===== config.mk =====
export PLATFORM = sky130hd
export DESIGN_NAME = scp_top
export DESIGN_NICKNAME = d
export VERILOG_FILES = /design/src/hw/scp_pkg.sv /design/src/hw/scp_axil.sv /design/src/hw/scp_divider.sv /design/src/hw/scp_top.sv
export VERILOG_INCLUDE_DIRS = /design/src /design/src/hw
export SDC_FILE = /design/constraint.sdc
export NUM_CORES = 1
export LEC_CHECK = 0
export ABC_AREA = 0
export BUFFER_PORTS_ARGS = -buffer_cell sky130_fd_sc_hd__buf_2
export CORE_UTILIZATION = 30
export CTS_CLUSTER_DIAMETER = 100
export DETAILED_ROUTE_END_ITERATION = 8
export GPL_TIMING_DRIVEN = 0
export PLACE_DENSITY = 0.69
export SKIP_CTS_REPAIR_TIMING = 1
export SYNTH_ARGS = -nofsm -noshare
export SYNTH_HDL_FRONTEND = slang
export SYNTH_SLANG_ARGS = --single-unit

===== constraint.sdc =====
create_clock -name clk -period 1.7 [get_ports clk]
set_input_delay 0.085 -clock clk [delete_from_list [all_inputs] [get_ports clk]]
set_output_delay 0.085 -clock clk [all_outputs]
set_load 0.01 [all_outputs]

===== src/hw/scp_params.svh =====
// Register offsets, field positions, reset values and timing counts
`ifndef SCP_PARAMS_SVH
`define SCP_PARAMS_SVH

`define SCP_OFF_CTRL      4'h0
`define SCP_OFF_TRIM      4'h4
`define SCP_OFF_STAT      4'h8
`define SCP_OFF_FUSE      4'hc

`define SCP_CTRL_CE_BIT   7
`define SCP_STAT_PEND_BIT 4
`define SCP_STAT_OPEN_BIT 5
`define SCP_STAT_RSV_BIT  6
`define SCP_STAT_TMO_BIT  7

`define SCP_CODE_PLAIN    4'h0
`define SCP_CODE_FUSED    4'h3
`define SCP_CODE_MAX      4'h8

`define SCP_CE_WINDOW     3'h4

`define SCP_RESP_OKAY     2'h0
`define SCP_RESP_SLVERR   2'h2

`endif


===== src/hw/scp_pkg.sv =====
// Types shared by the system clock prescaler and trim block
package scp_pkg;

  typedef logic [3:0] scp_code_t;

  typedef struct packed {
    logic [31:0] awaddr;
    logic        awvalid;
    logic [31:0] wdata;
    logic [3:0]  wstrb;
    logic        wvalid;
    logic        bready;
    logic [31:0] araddr;
    logic        arvalid;
    logic        rready;
  } scp_axi_req_t;

  typedef struct packed {
    logic        awready;
    logic        wready;
    logic        bvalid;
    logic [1:0]  bresp;
    logic        arready;
    logic        rvalid;
    logic [31:0] rdata;
    logic [1:0]  rresp;
  } scp_axi_rsp_t;

  typedef enum logic [1:0] {
    SCP_SEQ_IDLE = 2'b01,
    SCP_SEQ_OPEN = 2'b10
  } scp_seq_t;

endpackage : scp_pkg


===== src/hw/scp_axil.sv =====
// AXI4-Lite slave front end with 8-bit registers in byte lane 0
`include "scp_params.svh"
module scp_axil #(
  parameter int ADDR_W = 4
) (
  input  wire logic                 clk,
  input  wire logic                 rst,
  input  wire scp_pkg::scp_axi_req_t req,
  output scp_pkg::scp_axi_rsp_t     rsp,
  output wire logic                 wr_en,
  output wire logic [ADDR_W-1:0]    wr_addr,
  output wire logic [7:0]           wr_data,
  output wire logic                 wr_lane0,
  input  wire logic                 wr_err,
  output wire logic [ADDR_W-1:0]    rd_addr,
  input  wire logic [7:0]           rd_data,
  input  wire logic                 rd_err
);
  import scp_pkg::*;

  logic              aw_got;
  logic              w_got;
  logic              ar_got;
  logic [ADDR_W-1:0] aw_addr_q;
  logic [ADDR_W-1:0] ar_addr_q;
  logic [7:0]        w_data_q;
  logic              w_lane_q;

  assign wr_en    = aw_got & w_got & ~rsp.bvalid;
  assign wr_addr  = aw_addr_q;
  assign wr_data  = w_data_q;
  assign wr_lane0 = w_lane_q;
  assign rd_addr  = ar_addr_q;

  always_ff @(posedge clk) begin
    if (rst) begin
      rsp         <= '0;
      rsp.awready <= 1'b1;
      rsp.wready  <= 1'b1;
      rsp.arready <= 1'b1;
      aw_got      <= 1'b0;
      w_got       <= 1'b0;
      ar_got      <= 1'b0;
      aw_addr_q   <= '0;
      ar_addr_q   <= '0;
      w_data_q    <= 8'h00;
      w_lane_q    <= 1'b0;
    end else begin
      if (req.awvalid && rsp.awready) begin
        rsp.awready <= 1'b0;
        aw_got      <= 1'b1;
        aw_addr_q   <= req.awaddr[ADDR_W-1:0];
      end
      if (req.wvalid && rsp.wready) begin
        rsp.wready <= 1'b0;
        w_got      <= 1'b1;
        w_data_q   <= req.wdata[7:0];
        w_lane_q   <= req.wstrb[0];
      end
      if (wr_en) begin
        rsp.bvalid <= 1'b1;
        rsp.bresp  <= wr_err ? `SCP_RESP_SLVERR : `SCP_RESP_OKAY;
      end
      if (rsp.bvalid && req.bready) begin
        rsp.bvalid  <= 1'b0;
        aw_got      <= 1'b0;
        w_got       <= 1'b0;
        rsp.awready <= 1'b1;
        rsp.wready  <= 1'b1;
      end
      if (req.arvalid && rsp.arready) begin
        rsp.arready <= 1'b0;
        ar_got      <= 1'b1;
        ar_addr_q   <= req.araddr[ADDR_W-1:0];
      end
      if (ar_got && !rsp.rvalid) begin
        rsp.rvalid <= 1'b1;
        rsp.rdata  <= {24'h000000, rd_data};
        rsp.rresp  <= rd_err ? `SCP_RESP_SLVERR : `SCP_RESP_OKAY;
      end
      if (rsp.rvalid && req.rready) begin
        rsp.rvalid  <= 1'b0;
        ar_got      <= 1'b0;
        rsp.arready <= 1'b1;
      end
    end
  end

endmodule // scp_axil


===== src/hw/scp_divider.sv =====
// Power-of-two divider of the master clock with boundary-only switching
module scp_divider #(
  parameter int CNT_W = 8
) (
  input  wire logic              clk,
  input  wire logic              rst,
  input  wire scp_pkg::scp_code_t reset_code,
  input  wire scp_pkg::scp_code_t new_code,
  input  wire logic              new_valid,
  output scp_pkg::scp_code_t     active_code,
  output logic                   pending,
  output logic                   tick,
  output logic                   phase
);
  import scp_pkg::*;

  logic [CNT_W-1:0] cnt;
  logic [CNT_W-1:0] mask;
  logic [CNT_W-1:0] next_cnt;
  logic             boundary;
  logic             rst_seen;
  scp_code_t        pend_code;

  // Count is free running and never visible to software
  assign mask     = ~({CNT_W{1'b1}} << active_code);
  assign boundary = (cnt & mask) == mask;
  assign next_cnt = boundary ? '0 : cnt + 1'b1;

  // Counter keeps running through reset so the clock stays alive
  // An unknown flag at power-up falls to the clearing branch
  always_ff @(posedge clk) begin
    rst_seen <= rst_seen | rst;
    if (!rst || rst_seen) begin
      cnt   <= next_cnt;
      tick  <= boundary;
      phase <= phase ^ boundary;
    end else begin
      cnt   <= '0;
      tick  <= 1'b0;
      phase <= 1'b0;
    end
  end

  // New factor only at the end of an old period, so no short pulse
  always_ff @(posedge clk) begin
    if (rst) begin
      active_code <= reset_code;
      pend_code   <= reset_code;
      pending     <= 1'b0;
    end else if (new_valid) begin
      pend_code <= new_code;
      pending   <= 1'b1;
    end else if (pending && boundary) begin
      active_code <= pend_code;
      pending     <= 1'b0;
    end
  end

endmodule // scp_divider


===== src/hw/scp_top.sv =====
// System clock prescaler with timed change sequence and oscillator trim
//
// Overview of operation
// - With clock-out fuse set, pin carries the system clock, also in reset.
// - The pin shows the divided clock, whatever the source.
// - CPU, flash, I/O and ADC clock enables all follow one divided tick.
// - A factor change gives no glitch and no faster intermediate clock.
// - New factor starts after the old period ends, then one new period.
// - Divider is a free counter on the master clock, not readable.
// - Change-enable is set only when all other bits are written zero.
// - Change-enable clears after four cycles or on the code write.
// - Rewriting enable during the window neither extends nor clears it, except in the expiry cycle, where it restarts the window.
// - Code n divides by two to the n, up to 8; 9 to 15 reserved.
// - Reset code is 0000, or 0011 when the divide-by-eight fuse is set.
// - Any valid code is accepted at run time whatever the fuse.
// - Trim register loads the factory value at reset, software may rewrite.
// - Top trim bit picks the low or high oscillator range.
// - Lower seven trim bits tune frequency upward within the range.
`include "scp_params.svh"
module scp_top #(
  parameter int ADDR_W = 4,
  parameter int CNT_W  = 8
) (
  input  wire logic                  clk,
  input  wire logic                  rst,
  input  wire scp_pkg::scp_axi_req_t axi_req,
  output scp_pkg::scp_axi_rsp_t      axi_rsp,
  input  wire logic                  clock_out_fuse,
  input  wire logic                  divide_by_eight_fuse,
  input  wire logic [7:0]            factory_trim,
  input  wire logic                  io_pin_out,
  input  wire logic                  io_pin_oe,
  output logic                       sys_clock_out_pin,
  output logic                       sys_clock_out_oe,
  output logic                       cpu_clk_en,
  output logic                       flash_clk_en,
  output logic                       io_clk_en,
  output logic                       adc_clk_en,
  output logic                       trim_range_bit,
  output logic [6:0]                 trim_fine_value
);
  import scp_pkg::*;

  // Bus side
  logic              wr_en;
  logic [ADDR_W-1:0] wr_addr;
  logic [7:0]        wr_data;
  logic              wr_lane0;
  logic              wr_err;
  logic [ADDR_W-1:0] rd_addr;
  logic [7:0]        rd_data;
  logic              rd_err;

  // Address decode
  logic              wr_is_ctrl;
  logic              wr_is_trim;
  logic              wr_is_stat;
  logic              wr_is_fuse;
  logic              rd_is_ctrl;
  logic              rd_is_trim;
  logic              rd_is_stat;
  logic              rd_is_fuse;
  logic              ctrl_we;
  logic              trim_we;
  logic              stat_we;

  // Control write classes
  logic              ce_write;
  logic              code_write;
  logic              code_ok;

  // Sequence state
  scp_seq_t          seq_state;
  scp_seq_t          next_seq_state;
  logic [2:0]        window_cnt;
  logic [2:0]        next_window_cnt;
  logic              window_expire;
  logic              accept_code;
  logic              reject_code;

  // Stored register contents
  scp_code_t         sel_code;
  logic [7:0]        osc_trim_reg;
  logic              rsv_sticky;
  logic              tmo_sticky;
  logic              fuse_clkout_q;
  logic              fuse_div8_q;
  scp_code_t         reset_code;

  // Divider results
  scp_code_t         active_code;
  logic              div_pending;
  logic              div_tick;
  logic              div_phase;

  // Read words
  logic [7:0]        ctrl_word;
  logic [7:0]        stat_word;
  logic [7:0]        fuse_word;
  logic              ce_bit;

  scp_axil #(
    .ADDR_W (ADDR_W)
  ) u_axil (
    .clk      (clk),
    .rst      (rst),
    .req      (axi_req),
    .rsp      (axi_rsp),
    .wr_en    (wr_en),
    .wr_addr  (wr_addr),
    .wr_data  (wr_data),
    .wr_lane0 (wr_lane0),
    .wr_err   (wr_err),
    .rd_addr  (rd_addr),
    .rd_data  (rd_data),
    .rd_err   (rd_err)
  );

  // Reset factor depends on the divide-by-eight fuse
  assign reset_code = divide_by_eight_fuse ? `SCP_CODE_FUSED
                                           : `SCP_CODE_PLAIN;

  scp_divider #(
    .CNT_W (CNT_W)
  ) u_div (
    .clk         (clk),
    .rst         (rst),
    .reset_code  (reset_code),
    .new_code    (wr_data[3:0]),
    .new_valid   (accept_code),
    .active_code (active_code),
    .pending     (div_pending),
    .tick        (div_tick),
    .phase       (div_phase)
  );

  assign wr_is_ctrl = wr_addr == `SCP_OFF_CTRL;
  assign wr_is_trim = wr_addr == `SCP_OFF_TRIM;
  assign wr_is_stat = wr_addr == `SCP_OFF_STAT;
  assign wr_is_fuse = wr_addr == `SCP_OFF_FUSE;
  assign rd_is_ctrl = rd_addr == `SCP_OFF_CTRL;
  assign rd_is_trim = rd_addr == `SCP_OFF_TRIM;
  assign rd_is_stat = rd_addr == `SCP_OFF_STAT;
  assign rd_is_fuse = rd_addr == `SCP_OFF_FUSE;

  // Fuse word is read-only; writes to it are accepted and dropped
  assign wr_err  = ~(wr_is_ctrl | wr_is_trim | wr_is_stat | wr_is_fuse);
  assign rd_err  = ~(rd_is_ctrl | rd_is_trim | rd_is_stat | rd_is_fuse);
  assign ctrl_we = wr_en & wr_lane0 & wr_is_ctrl;
  assign trim_we = wr_en & wr_lane0 & wr_is_trim;
  assign stat_we = wr_en & wr_lane0 & wr_is_stat;

  // Enable is armed only by a word with every other bit zero
  assign ce_write   = ctrl_we & wr_data[`SCP_CTRL_CE_BIT]
                      & (wr_data[6:0] == 7'h00);
  // A code is taken only with the enable bit written zero
  assign code_write = ctrl_we & ~wr_data[`SCP_CTRL_CE_BIT];
  // Codes above 8 are reserved
  assign code_ok    = wr_data[3:0] <= `SCP_CODE_MAX;

  assign ce_bit        = seq_state == SCP_SEQ_OPEN;
  // Window counts system clock cycles, not master cycles
  assign window_expire = ce_bit & div_tick & (window_cnt == 3'h1);
  // Any valid code is accepted, fuse or not
  assign accept_code   = ce_bit & code_write & code_ok;
  assign reject_code   = ce_bit & code_write & ~code_ok;

  always_comb begin
    next_seq_state  = seq_state;
    next_window_cnt = window_cnt;
    case (seq_state)
      SCP_SEQ_IDLE: begin
        if (ce_write) begin
          next_seq_state  = SCP_SEQ_OPEN;
          next_window_cnt = `SCP_CE_WINDOW;
        end
      end
      SCP_SEQ_OPEN: begin
        if (code_write) begin
          next_seq_state  = SCP_SEQ_IDLE;
          next_window_cnt = 3'h0;
        end else if (window_expire && ce_write) begin
          next_window_cnt = `SCP_CE_WINDOW;
        end else if (window_expire) begin
          next_seq_state  = SCP_SEQ_IDLE;
          next_window_cnt = 3'h0;
        end else if (div_tick) begin
          // A rewrite here changes nothing
          next_window_cnt = window_cnt - 3'h1;
        end
      end
      default: begin
        next_seq_state  = SCP_SEQ_IDLE;
        next_window_cnt = 3'h0;
      end
    endcase
  end

  always_ff @(posedge clk) begin
    if (rst) begin
      seq_state  <= SCP_SEQ_IDLE;
      window_cnt <= 3'h0;
    end else begin
      seq_state  <= next_seq_state;
      window_cnt <= next_window_cnt;
    end
  end

  // Last accepted code; a reserved code keeps the previous one
  always_ff @(posedge clk) begin
    if (rst) begin
      sel_code <= reset_code;
    end else if (accept_code) begin
      sel_code <= wr_data[3:0];
    end
  end

  // Factory value is taken on a clocked reset edge
  always_ff @(posedge clk) begin
    if (rst) begin
      osc_trim_reg <= factory_trim;
    end else if (trim_we) begin
      osc_trim_reg <= wr_data;
    end
  end

  // Sticky status; a new event in the clearing cycle wins
  always_ff @(posedge clk) begin
    if (rst) begin
      rsv_sticky <= 1'b0;
      tmo_sticky <= 1'b0;
    end else begin
      rsv_sticky <= reject_code
                    | (rsv_sticky
                       & ~(stat_we & wr_data[`SCP_STAT_RSV_BIT]));
      tmo_sticky <= (window_expire & ~code_write & ~ce_write)
                    | (tmo_sticky
                       & ~(stat_we & wr_data[`SCP_STAT_TMO_BIT]));
    end
  end

  always_ff @(posedge clk) begin
    if (rst) begin
      fuse_clkout_q <= clock_out_fuse;
      fuse_div8_q   <= divide_by_eight_fuse;
    end
  end

  // Control word bits six to four read zero
  assign ctrl_word = {ce_bit, 3'b000, sel_code};
  assign stat_word = {tmo_sticky, rsv_sticky, ce_bit, div_pending,
                      active_code};
  assign fuse_word = {6'h00, fuse_div8_q, fuse_clkout_q};
  assign rd_data   = rd_is_ctrl ? ctrl_word
                   : rd_is_trim ? osc_trim_reg
                   : rd_is_stat ? stat_word
                   : rd_is_fuse ? fuse_word
                   : 8'h00;

  // All synchronous domains share one divided tick
  always_ff @(posedge clk) begin
    cpu_clk_en   <= div_tick;
    flash_clk_en <= div_tick;
    io_clk_en    <= div_tick;
    adc_clk_en   <= div_tick;
  end

  // Fuse overrides the pin's port function, reset or not
  always_ff @(posedge clk) begin
    sys_clock_out_pin <= clock_out_fuse ? div_phase : io_pin_out;
    sys_clock_out_oe  <= clock_out_fuse | io_pin_oe;
  end

  // Range and fine fields go to the oscillator through one register stage
  always_ff @(posedge clk) begin
    trim_range_bit  <= osc_trim_reg[7];
    trim_fine_value <= osc_trim_reg[6:0];
  end

endmodule // scp_top


==> results <==
- In the synthesized netlist the async set-or-reset flop fraction comes to 0.
- The share of the clock period used by the worst path after layout is 1.15.
- The global-route wire length before repair is 12400 um.
- The worst hold path begins at axi_req[43].
- The final RePlAce weighted congestion is around 0.8.
- The reg-to-reg setup timing slack is -0.26 ns.
- The final worst setup slack is -0.257 ns.
- The number of global-route vias before repair is 2569.
- The violation count after the first detailed-routing iteration is 149.
- On the final layout, the worst clock skew is roughly 0.0048 ns.
- The repair_antennas step left the layout with diodes totalling 0.
- After synthesis, the most frequently instantiated cells are sky130_fd_sc_hd__dfxtp_1 (65), sky130_fd_sc_hd__nand2_1 (50), sky130_fd_sc_hd__buf_4 (29), sky130_fd_sc_hd__nor2_1 (28), sky130_fd_sc_hd__a21oi_1 (27).
- The reg-to-reg endpoint is window_cnt[2].
- The clock period minus worst slack is just under 2 ns.
- The overall track demand over capacity in global routing is 0.128.
- The worst pin sits at a relative slew slack of 0.534.
- STA classifies the critical path startpoint as a flip-flop.
- The startpoint identified for the worst register-to-register timing path is u_axil.wr_addr[2].
- The final-layout setup total negative slack is -2.14 ns.
- The starting utilization of the core area is 0.310.
- The DRC violation count after routing is 0.
- The clock tree from TritonCTS is done.
- The leading register cell type out of synthesis is sky130_fd_sc_hd__dfxtp_1.
- The checks that failed: negative hold slack, negative setup slack.
- The instance area after placement is a little over 0.004 sq mm.
- Counting instances, the worst hold path has a depth of 3.
- The standby leakage power is between 2 and 2.5 nW.
- The timing startpoint of the critical path is u_axil.wr_addr[2].
- The maximum buffer depth of the clock tree is 2.
- Clock tree synthesis selected as its root buffer the cell sky130_fd_sc_hd__clkbuf_16.
- The arrival time at the worst endpoint is roughly 2.2 ns.
- The area share of the leading cell type in the synthesized netlist is 0.366.
- The chip height is between 100 and 150 um.
- The register with the most flip-flops in the final layout is u_axil.rsp.
- The area of combinational cells with multiple inputs is between 0.0015 and 0.002 sq mm.
- The detailed-route vias per instance is 4.52.
- In the final design database the tool counted around 600 nets.
- The count of synthesis-stage warnings from yosys is 0.
- The detailed placement HPWL is 5910 um.
- Measured along the x axis, the die boundary spans about 110 um.
- The number of buffer cells added on primary ports is between 60 and 70.
- Entering global routing, the biggest net connects 15 pins.
- The layout cell share with drive strength beyond 1 is 0.308.
- The ratio of total power to cell area is slightly above 1000 mW/mm^2.
- STA puts the critical path data required time at a little under 2 ns.
- The worst-skew pair later-pin latency is about 0.34 ns.
- The flow ran to the end, but the final reports show violations.
- The via count is around 2900.
- The critical path is of the reg -> reg type.
- The endpoint of the worst hold path is u_axil.wr_data[3].
- Yosys mapped the design onto 53 distinct sky130hd cell types.
- At the pin with the least slew margin, the transition time is about 0.69 ns.
- The number of register bits inferred by synthesis is 83.
- For this run, the detailed router's first-pass iteration total came to 4.
- Summed over all instances, the cell type with the most area after synthesis is sky130_fd_sc_hd__dfxtp_1.
- In this run, CTS created clock tree buffers numbering 9.
- Max-cap violations in this run came to 0.
- The CTS clock-pin slew for the worst setup and hold paths is ~0.060 ns.
- The final core area utilization is 0.411.
- The final instance area is about 0.0047 sq mm.
- The final count of hold timing violations is 3.
- The setup-violating endpoint count in the final report is 14.
- The final max-slew violation count came to 0.
- The worst min-delay path class is in -> reg.
- In the final routed layout, each cell accounts on average for 12.8 um.
- The floorplan row count is 39.
- The number of antenna violations at the first check in global routing is 0.
- Setup repair after global routing could not meet its margin everywhere.
- The portion of the post-synthesis area used by sequential elements is 0.519.
- The total length of routed wires is 8090 um.
- The worst-case IR drop observed on VDD is between 0.0005 and 0.0006 V.
- The register area is 0.00185 sq mm.
- The average cell area after synthesis is slightly below 10 sq um.
- The filler cell count in the final layout is approximately 1100.
- The standard cell core area is about 0.011 sq mm.
- The number of flip-flops under the largest register name is 15.
- The global route total overflow is 0.
- From synthesis to final layout, the design area changed by 32.8%.
- The H-tree was split into 3 levels.
- Yosys attributes the largest share of cell area to sky130_fd_sc_hd__dfxtp_1 (37%), sky130_fd_sc_hd__edfxtp_1 (15%), sky130_fd_sc_hd__buf_4 (6.1%), sky130_fd_sc_hd__nand2_1 (5.3%), sky130_fd_sc_hd__a21oi_1 (3.8%).
- Static timing analysis puts the maximum clock frequency at 0.511 GHz.
- The clock net sink count is just over 80.
- In this run, synthesis inferred 18 flip-flops with an integrated enable.
- The largest fanout on the critical path is 3.
- The length in cells of the worst reg-to-reg path is 6.
- The die area is ~0.012 sq mm.
- The worst setup path is captured at a flip-flop.
- The final antenna-violating net count is 0.
- The post-synth design cell area is 0.00355 sq mm.
- Synthesis handed over a netlist of around 360 instances.
- Pin placement for this block handled ~170 I/O pins.
- The final worst hold slack is -0.0132 ns.
- The most frequently used cell type in the post-synthesis netlist is sky130_fd_sc_hd__dfxtp_1.
[layer usage]
| layer | GRT usage | vias to the layer above | share of wire |
|---|---|---|---|
| met5 | 0 | - | 0 |
| met4 | 0.0480 | 0 | 0.017 |
| met3 | 0.0421 | 10 | 0.056 |
| met2 | 0.212 | 73 | 0.49 |
| met1 | 0.153 | 1332 | 0.43 |
| li1 | - | 1448 | - |
[cells by family after synthesis]
group,share of synthesized area
xor+xnor,0.0148
simple gates,0.177
flops,0.519
other cells,0.00106
mux,0.0426
compound gates,0.140
fa+ha+maj,0.0176
buf+inv,0.0888
[per-stage QoR]
| step | setup slack, ns | power (mW) | std cells |
|---|---|---|---|
| floorplan | -0.106 | 2.82 | 387 |
| global placement | -0.271 | 3.00 | 594 |
| detailed placement | -0.285 | 3.04 | 594 |
| CTS | -0.299 | 4.89 | 610 |
| global route | -0.307 | 5.12 | 633 |
| finish | -0.257 | 4.90 | 633 |
[worst max path at each step]
stage / to / slack [ns] / depth (start not counted)
5_1_grt: window_cnt[2] / -0.31 / 6
3_3_place_gp: u_div.active_code[3] / -0.27 / 4
2_1_floorplan: window_cnt[2] / -0.11 / 5
3_5_place_dp: u_div.active_code[3] / -0.28 / 4
6_report: window_cnt[2] / -0.26 / 6
4_1_cts: u_div.active_code[3] / -0.30 / 4
[power by group]
part / leakage, nW / switching, mW / internal (mW)
Clock: 0.135 / 0.773 / 1.09
Combinational: 1.19 / 0.344 / 0.335
Sequential: 0.719 / 0.162 / 2.20
[critical path, stage by stage, from the launching register on]
cell	delay, ns
sky130_fd_sc_hd__dfxtp_2	0.32
sky130_fd_sc_hd__or4b_4	0.59
sky130_fd_sc_hd__o41ai_4	0.40
sky130_fd_sc_hd__nor2_2	0.10
sky130_fd_sc_hd__buf_4	0.16
sky130_fd_sc_hd__a2111oi_4	0.17
sky130_fd_sc_hd__a32o_2	0.15
[cell type report]
type / count / area share
Sequential cell: 83 / 0.393
Clock inverter: 4 / 0.00690
Tap cell: 143 / 0.0379
Clock buffer: 12 / 0.0547
Inverter: 13 / 0.0103
Multi-Input combinational cell: 252 / 0.328
Timing Repair Buffer: 88 / 0.114
Buffer: 38 / 0.0557
[layout by cell type (no fill, tap or decap), drive strengths merged, types with 2 or more instances in the layout]
cell type,netlist,layout
a211oi,2,2
a21o,5,5
a21oi,27,27
a22o,4,4
a22oi,9,9
a31o,2,2
and2,3,3
buf,31,106
clkbuf,8,19
clkinv,1,2
clkinvlp,0,2
conb,1,26
dfxtp,65,65
dlygate4sd3,0,13
edfxtp,18,18
ha,5,5
inv,12,13
mux2,5,5
mux2i,5,5
mux4,2,2
nand2,50,50
nand2b,4,4
nand3,15,15
nand3b,2,2
nand4,2,2
nor2,30,30
nor2b,12,12
nor3,5,5
nor4,2,2
o21a,2,2
o21ai,14,14
or2,2,2
or4b,2,2
xnor2,5,5
(Power assumes the default switching activity.)
